File: src/ccbg_params.svh
`ifndef CCBG_PARAMS_SVH
`define CCBG_PARAMS_SVH
`define CCBG_CLK_PERIOD_PS 4000
`define CCBG_HOLD_OFF_NS 125
`define CCBG_HOLD_OFF_CYCLES 1
`define CCBG_COUNT_WIDTH 3
`define CCBG_COUNT_INIT 3'h7
`define CCBG_COUNT_LSB 0
`define CCBG_COUNT_MID 1
`define CCBG_COUNT_MSB 2
`define CCBG_LINE_WIDTH 2
`endif

File: src/ccbg_pkg.sv
package ccbg_pkg;
   typedef enum logic [1:0] {
      ccbg_addr_phase,
      ccbg_read_phase,
      ccbg_write_phase
   } ccbg_dir_type;
endpackage : ccbg_pkg

File: src/ccbg_count.sv
`timescale 1ns/1ps
`include "ccbg_params.svh"
module ccbg_count #(
   parameter int WIDTH = `CCBG_COUNT_WIDTH
) (
   // Clock and reset.
   input wire logic clk,
   input wire logic rst_n,
   // Control.
   input wire logic load,
   input wire logic [WIDTH-1:0] init_value,
   input wire logic advance,
   input wire logic mid_enable,
   // Count.
   output logic [WIDTH-1:0] count
);
   // The toggle terms below name each bit by position, so only a three bit counter is served.
   if (WIDTH != 3) begin : g_bad_width
      $error("ccbg_count needs exactly three bits");
   end

   // Each bit toggles when all lower bits are zero, bits one and two only while mid_enable is high, making a down counter.
   always_ff @(posedge clk or negedge rst_n) begin
      if (!rst_n) begin
         count <= `CCBG_COUNT_INIT;
      end else if (load) begin
         count <= init_value;
      end else if (advance) begin
         count[0] <= ~count[0];
         if (!count[0] && mid_enable) begin
            count[1] <= ~count[1];
         end
         if (!count[0] && !count[1] && mid_enable) begin
            count[2] <= ~count[2];
         end
      end
   end
endmodule : ccbg_count

File: src/ccbg_glue.sv
`timescale 1ns/1ps
`include "ccbg_params.svh"
module ccbg_glue #(
   parameter int LINES = `CCBG_LINE_WIDTH,
   parameter bit FAST_READY = 1'b0
) (
   // Clock and reset.
   input wire logic clk,
   input wire logic rst_n,
   // Processor bus control.
   input wire logic address_latch_enable,
   input wire logic chip_select,
   input wire logic io_read_command,
   input wire logic io_write_command,
   input wire logic cpu_phase_two,
   input wire logic control_register,
   input wire logic [LINES-1:0] register_address,
   // Processor data lines.
   input wire logic cpu_data_low_in,
   input wire logic cpu_data_high_in,
   output logic cpu_data_low,
   output logic cpu_data_high,
   output logic cpu_data_oe,
   // Cipher chip muxed lines.
   input wire logic muxed_line_low_in,
   input wire logic muxed_line_high_in,
   output logic muxed_line_low,
   output logic muxed_line_high,
   output logic muxed_line_oe,
   // Cipher chip control and timing.
   output logic master_port_select,
   output logic cipher_clock,
   output logic command_hold_off,
   output logic sync_ready_out,
   output logic latched_select
);
   import ccbg_pkg::*;

   // The line mapping below names bit zero and bit one directly, so only two lines can be served.
   if (LINES != 2) begin : g_bad_lines
      $error("ccbg_glue serves exactly two muxed lines");
   end

   // The strobe hold off is one system clock long; the cipher chip only needs a gap after the
   // address latch enable falls, and a longer pulse would stretch every access for nothing.
   localparam int HOLD_OFF_CYCLES = `CCBG_HOLD_OFF_CYCLES;

   // The hold off counter below must be able to hold the pulse length less one.
   if (HOLD_OFF_CYCLES < 1 || HOLD_OFF_CYCLES > 256) begin : g_bad_hold
      $error("ccbg_glue needs a hold off of one to 256 clocks");
   end

   // A transfer may only steer the lines once the address phase is over and the select is latched.
   function automatic logic transfer_ok(input logic selected, input logic latch_enable, input logic strobe);
      return selected && strobe && !latch_enable;
   endfunction : transfer_ok

   // Counter and direction state; the ready bit is chosen before it is qualified by the select.
   logic start;
   logic [`CCBG_COUNT_WIDTH-1:0] count;
   logic [7:0] hold_left;
   ccbg_dir_type next_dir;
   logic read_is_control;
   logic ready_bit;

   // An access to this chip starts wherever the decoder and the address latch enable coincide.
   assign start = address_latch_enable && chip_select;

   // The strobes qualify on the latched select so a decoder glitch mid cycle cannot flip direction.
   always_comb begin
      next_dir = ccbg_addr_phase;
      if (transfer_ok(latched_select, address_latch_enable, io_read_command)) begin
         next_dir = ccbg_read_phase;
      end else if (transfer_ok(latched_select, address_latch_enable, io_write_command)) begin
         next_dir = ccbg_write_phase;
      end
   end

   // The select is only sampled during the address phase, so it stands for the whole access and
   // for the idle time up to the next address phase.
   always_ff @(posedge clk or negedge rst_n) begin
      if (!rst_n) begin
         latched_select <= 1'b0;
      end else if (address_latch_enable) begin
         latched_select <= chip_select;
      end
   end

   // A new pulse needs the previous one to have ended, so an address phase held over two clocks
   // cannot stretch the hold off.
   always_ff @(posedge clk or negedge rst_n) begin
      if (!rst_n) begin
         hold_left <= 8'h00;
         command_hold_off <= 1'b0;
      end else if (start && hold_left == 8'h00 && !command_hold_off) begin
         hold_left <= 8'(HOLD_OFF_CYCLES - 1);
         command_hold_off <= 1'b1;
      end else if (hold_left != 8'h00) begin
         hold_left <= hold_left - 8'h01;
      end else begin
         command_hold_off <= 1'b0;
      end
   end

   // Muxed lines default to address so the cipher chip sees address hold.
   always_ff @(posedge clk or negedge rst_n) begin
      if (!rst_n) begin
         muxed_line_low <= 1'b0;
         muxed_line_high <= 1'b0;
         muxed_line_oe <= 1'b0;
         cpu_data_low <= 1'b0;
         cpu_data_high <= 1'b0;
         cpu_data_oe <= 1'b0;
      end else begin
         case (next_dir)
            ccbg_read_phase: begin
               muxed_line_oe <= 1'b0;
               cpu_data_low <= muxed_line_low_in;
               cpu_data_high <= muxed_line_high_in;
               cpu_data_oe <= 1'b1;
            end
            ccbg_write_phase: begin
               muxed_line_low <= cpu_data_low_in;
               muxed_line_high <= cpu_data_high_in;
               muxed_line_oe <= 1'b1;
               cpu_data_oe <= 1'b0;
            end
            default: begin
               if (address_latch_enable) begin
                  muxed_line_low <= register_address[0];
                  muxed_line_high <= register_address[1];
               end
               muxed_line_oe <= 1'b1;
               cpu_data_oe <= 1'b0;
            end
         endcase
      end
   end

   // The counter is reloaded at every start, which is what keeps the cipher clock in step with
   // the strobes of the access that follows.
   ccbg_count #(
      .WIDTH(`CCBG_COUNT_WIDTH)
   ) counter (
      .clk(clk),
      .rst_n(rst_n),
      .load(start),
      .init_value(`CCBG_COUNT_INIT),
      .advance(1'b1),
      .mid_enable(cpu_phase_two),
      .count(count)
   );

   // The register kind is taken with the select, because the address bits may move once the
   // address latch enable has fallen.
   always_ff @(posedge clk or negedge rst_n) begin
      if (!rst_n) begin
         read_is_control <= 1'b0;
      end else if (start) begin
         read_is_control <= control_register;
      end
   end

   // The cipher clock leaves from a flip-flop one clock behind the middle counter bit; the
   // strobes are timed against this registered copy, so the lag is part of the phase plan.
   always_ff @(posedge clk or negedge rst_n) begin
      if (!rst_n) begin
         cipher_clock <= 1'b0;
      end else begin
         cipher_clock <= count[`CCBG_COUNT_MID];
      end
   end

   // The port select follows the decoder, not the latched copy, so it drops as soon as the
   // processor moves on to another device.
   always_ff @(posedge clk or negedge rst_n) begin
      if (!rst_n) begin
         master_port_select <= 1'b0;
      end else begin
         master_port_select <= chip_select;
      end
   end

   // The faster ready is only safe where the cipher chip answers in one wait state.
   always_comb begin
      ready_bit = count[`CCBG_COUNT_MSB];
      if (FAST_READY && !(read_is_control && io_read_command)) begin
         ready_bit = count[`CCBG_COUNT_MID];
      end
   end

   // Ready is qualified by the latched select, so an unselected cycle never answers for this chip.
   always_ff @(posedge clk or negedge rst_n) begin
      if (!rst_n) begin
         sync_ready_out <= 1'b0;
      end else begin
         sync_ready_out <= latched_select && !ready_bit;
      end
   end
endmodule : ccbg_glue

File: config.mk
export PLATFORM = sky130hd
export DESIGN_NAME = ccbg_glue
export DESIGN_NICKNAME = d
export VERILOG_FILES = /design/src/ccbg_pkg.sv /design/src/ccbg_count.sv /design/src/ccbg_glue.sv
export VERILOG_INCLUDE_DIRS = /design/src
export SDC_FILE = /design/constraint.sdc
export NUM_CORES = 1
export LEC_CHECK = 0
export ABC_AREA = 1
export BUFFER_PORTS_ARGS = -buffer_cell sky130_fd_sc_hd__buf_2
export CORE_MARGIN = 2
export CORE_UTILIZATION = 54
export CTS_BUF_LIST = sky130_fd_sc_hd__clkbuf_8 sky130_fd_sc_hd__clkbuf_16
export CTS_CLUSTER_SIZE = 25
export DETAILED_ROUTE_END_ITERATION = 7
export PLACE_DENSITY_LB_ADDON = 0.2
export REMOVE_ABC_BUFFERS = 1
export SETUP_SLACK_MARGIN = 0.15
export SYNTH_ARGS = -nofsm -noshare
export SYNTH_HDL_FRONTEND = slang
export SYNTH_SLANG_ARGS = --single-unit
File: constraint.sdc
create_clock -name clk -period 2.5 [get_ports clk]
set_input_delay 0.25 -clock clk [delete_from_list [all_inputs] [get_ports clk]]
set_output_delay 0.25 -clock clk [all_outputs]
set_load 0.005 [all_outputs]
# Yosys cells after proc, flatten, opt, wreduce, memory -nomap -nowiden
# Cells that the tools add are included.
# op_classes
add_sub_neg	1
n_eq_ne	3
n_mux	15
bitwise	4
reduce_logical	23
# op_table
operator	n
2-to-1 mux 8 bit	2
logical AND 1 bit	11
logical NOT 8 bit	1
2-to-1 mux 1 bit	8
nonzero test 2 bit	4
nonzero test 8 bit	1
subtractor 8 x 1 -> 8 bit, second input constant	1
logical NOT 1 bit	5
2-to-1 mux 2 bit	2
inverter 1 bit	4
case mux 1 bit (2 select lines)	2
2-to-1 mux 3 bit	1
equality test 2 x 1 -> 1 bit, second input constant	1
equality test 2 bit, second input constant	1
inequality test 2 bit, second input constant	1
AND reduction 2 bit	1
# totals
reg_bits	22
in_bits	14
output_inout_bits	11
word_cells	61

# Depth between registers and ports, before layout
# depth
ltp_word	7
depth_mapped	7
ltp_nobuf	7

# Modules after synthesis
# From an unflattened synthesis, not the netlist that was laid out.
# hier_totals
cells_unflattened	129
area_unflattened_um2	1067.3
# by_module_without_submodules
module	n_inst	cells_per_inst	area_each_um2	seq_area_each_um2
ccbg_glue	1	104	882.1	475.5
ccbg_count	1	25	185.2	78.8

# Least setup slack after synthesis
# No wires, ideal clock.
# synth_timing
kind	register to register
from	register hold_left[0]
to	register hold_left[7]
setup_ns	0.122
t_arrival_ns	1.055
required_time_ns	2.378
slack_ns	1.323
stages_incl_launch_ff	8
path_buffers	0
period_less_slack_ns	1.177
path_cell_list	dfrtp_1 > inv_1 > ha_1 > nand3_4 > nand2_1 > nor2_1 > nor2_1 > nor2_1
# synth_via
elab_chain_len	4
word_cells_on_any_way	8
cone_classes	1 x add/sub; 2 x mux; 5 x reduce/logical
# synth_rtl
item	line_no	rtl
start, declared	ccbg_glue.sv:61	logic [7:0] hold_left;
start signal, assigned	ccbg_glue.sv:96	hold_left <= 8'(HOLD_OFF_CYCLES - 1);
start signal, assigned	ccbg_glue.sv:99	hold_left <= hold_left - 8'h01;
branches (longest 4 deep; another with subtractor 8 x 1 -> 8 bit)	n/a	
# Several ways; the timed one is not identified. The select of a mux whose other input is x is not followed.
# A chain may end at the register's enable or synchronous reset.

# Worst setup path in the final report
# layout_timing
from	register hold_left[0]
to	register hold_left[1]
# Same word-level chain as after synthesis.

==> key figures <==
Layout
  • Most frequent cells in the layout: 23 x nand2_1, 23 x buf_2, 19 x dfrtp_1
  • # nets final: 142
  • Number of fillers in the final layout: 146
  • Layout cells sized above 1: 28.6%
  • Layout area overhead: 21.4%
  • N_diodes: 0

Worst setup path
  • Critical-path cell list: inv_1, ha_1, nand3_4, nor2_8, nand3_1, o21ai_1
  • Worst path required time: 2.69 ns
  • Critical path endpoint category: flip-flop
  • Startpoint types: flip-flop
  • R2R Setup Slk: 1.18 ns
  • Max FO, Critical Path: 10
  • CP Class: flip-flop to flip-flop
  • CP peak stage delay: 0.39 ns
  • CP arrival: 1.51 ns
  • Slowest-stage cell, CP: dfrtp_1

Pwr
  • Peak VDD IR: 0.565 mV
  • Power Internal: 0.000567 W
  • Clock share of power: 34.3%
  • Switching share of power: 22.1%
  • Logic pwr share: 10.0%
  • Tot Pwr: 0.000728 W
  • Sequential share of power: 55.6%
  • Net load switching power: 0.000161 W
  • Leak: 0.645 nW
  • PD cells: 638 nW/µm²

Clocking
  • Clock latency on the worst-skew pair: 0.26 ns
  • Clock-pin slew on the worst setup and hold paths: 0.07 ns
  • CTS Buf Count: 3
  • H-tree levels: 1
  • # clock sinks: 22
  • CTS resizes: 0
  • CTS max path bufs: 2
  • Clk root buf: clkbuf_8
  • Hold Buf Count CTS: 1
  • # Post-CTS Setup Buffers: 0
  • Clock tree from TritonCTS: built

Global routing
  • Pin count of the biggest net entering global routing: 23
  • GR Layer Usage met2: 27.6%
  • GR Overflow Total: 0
  • Top Usage Layer GRT: met2
  • Met3 Resource Use GR: 3.57%
  • Initial antenna violation count: 0
  • Met1 Track Usage GR: 19.7%
  • First-pass GRT wire length: 2430 µm
  • Vias in the first global route: 583
  • All-layer global routing usage: 16.7%

Routing
  • Via Count: 704
  • Starting DRT DRC Count: 9
  • Via/cell ratio: 4.92
  • Routed len/inst: 10.9 µm
  • Antenna Violating Nets Remaining: 0
  • First-pass iteration count of the detailed router: 4
  • Total Wirelength: 1560 µm
  • Remaining routing DRC violations: 0

Synthesis
  • Avg Inst Size Synth: 9.60 µm²
  • Top-area cell type share of the netlist area: 50.5%
  • Synth warn: 0
  • Post-synthesis sequential area ratio: 58.9%
  • Synth area leaders: dfrtp_1 51%, nand2_1 9.2%, dfstp_2 8.4%, inv_1 6.0%, nor2_1 3.6%
  • Post-synth cell types: 22
  • Synth Cell Area: 941 µm²
  • Dominant cell type by area after synthesis: dfrtp_1
  • Syn Inst Count: 98
  • Seq cells post-synth: 22

Worst hold path
  • HP Class: primary input to flip-flop

STA
  • Slew Limit Fails: 0
  • Clock Skew: 0.00140 ns
  • Final setup violation count: 0
  • Period utilisation layout: 52.8%
  • Min Tclk post-route: 1.32 ns
  • Max Fclk: 757 MHz
  • Setup ws final: 1.18 ns
  • Slew @ Worst Pin: 0.471 ns
  • Setup TNS Final: 0 ns
  • Relative slew slack: 68.6%
  • Final hold violation count: 0
  • RSZ-0062 raised after global routing: no

Floorplanning
  • Rows: 15
  • CORE AREA: 1690 µm²
  • Initial core utilization: 55.7%
  • Die area: 2090 µm²
  • # IOs: 25
  • Die Y: 45.7 µm
  • Die Wd: 45.7 µm

Placement
  • Hpwl dp: 1190 µm
  • Pre-CTS setup slack: 1.17 ns
  • PortBufs: 23
  • Routability cong.: 0.788

Run status
  • Status: finished, final reports clean

Job
  • MaxCap Viol Count: 0
[state kept, by name, summed over array words and instances, names as in the netlist]
name,flops
hold_left,8
counter.count,3
cipher_clock,1
command_hold_off,1
cpu_data_high,1
cpu_data_low,1
cpu_data_oe,1
latched_select,1
master_port_select,1
muxed_line_high,1
muxed_line_low,1
muxed_line_oe,1
sync_ready_out,1
[power groups by stage]
stage | Sequential, W | Combinational [W] | Clock (W)
6_report | 0.000405 | 0.0000732 | 0.000250
2_1_floorplan | 0.000414 | 0.0000295 | 0
4_1_cts | 0.000405 | 0.0000758 | 0.000258
3_5_place_dp | 0.000412 | 0.0000744 | 0
3_3_place_gp | 0.000411 | 0.0000716 | 0
5_1_grt | 0.000408 | 0.0000846 | 0.000265
[per-stage QoR]
step	cell area [µm²]	instances	util, %	hold slack (ns)
floorplan	941	98	-	-0.0456
global placement	1080	138	63.8	0.231
detailed placement	1080	138	63.8	0.239
CTS	1140	143	67.6	0.109
global route	1140	143	67.6	0.113
finish	1140	143	67.6	0.113
[per-layer routing]
metal | share of wire (%) | wire length, µm
met1 | 44 | 679
met2 | 50 | 778
met3 | 4.0 | 63
met4 | 2.5 | 39
met5 | 0 | 0
[critical path: cells and delay by family (launching register included)]
family          cells  cell delay, ns
compound gates      1            0.08
fa+ha+maj           1            0.26
buf+inv             1            0.12
flops               1            0.39
simple gates        3            0.39
[logic make-up after synthesis]
| kind of cell | after synthesis | synth area share (%) |
|---|---|---|
| compound gates | 12 | 7.45 |
| fa+ha+maj | 1 | 1.33 |
| xor+xnor | 2 | 1.86 |
| buf+inv | 15 | 5.98 |
| flops | 22 | 58.9 |
| simple gates | 46 | 24.5 |
[area by class of cell]
| cell class | instances | area [µm²] | share of cell area, % |
|---|---|---|---|
| tap | 17 | 21.3 | 1.86 |
| multi-input combinational | 61 | 330 | 28.9 |
| sequential | 22 | 554 | 48.5 |
| clock buffer | 4 | 55.1 | 4.82 |
| inverter | 15 | 56.3 | 4.93 |
| timing repair buffer | 24 | 125 | 11.0 |
[synth_stat cells, drive strengths merged]
master and number:
o21a 1, nor2 14, nand2 23, xnor2 1, a21oi 2, o211ai 2
a21o 1, inv 15, nor3 1, xor2 1, dfrtp 19, ha 1
o21ai 6, or2 1, dfstp 3, nand4 1, nand3 6
[final timing paths]
kind | end | start | cells after the start
worst min-delay path | master_port_select | chip_select | 1
worst min register to register | cipher_clock | counter.count[1] | 0
worst max-delay path | hold_left[1] | hold_left[0] | 6
max in group asynchronous | counter.count[1] | rst_n | 2
min in group asynchronous | hold_left[3] | rst_n | 2
worst max register to register | hold_left[1] | hold_left[0] | 6
No activity file was read; power rests on OpenSTA's default activity.
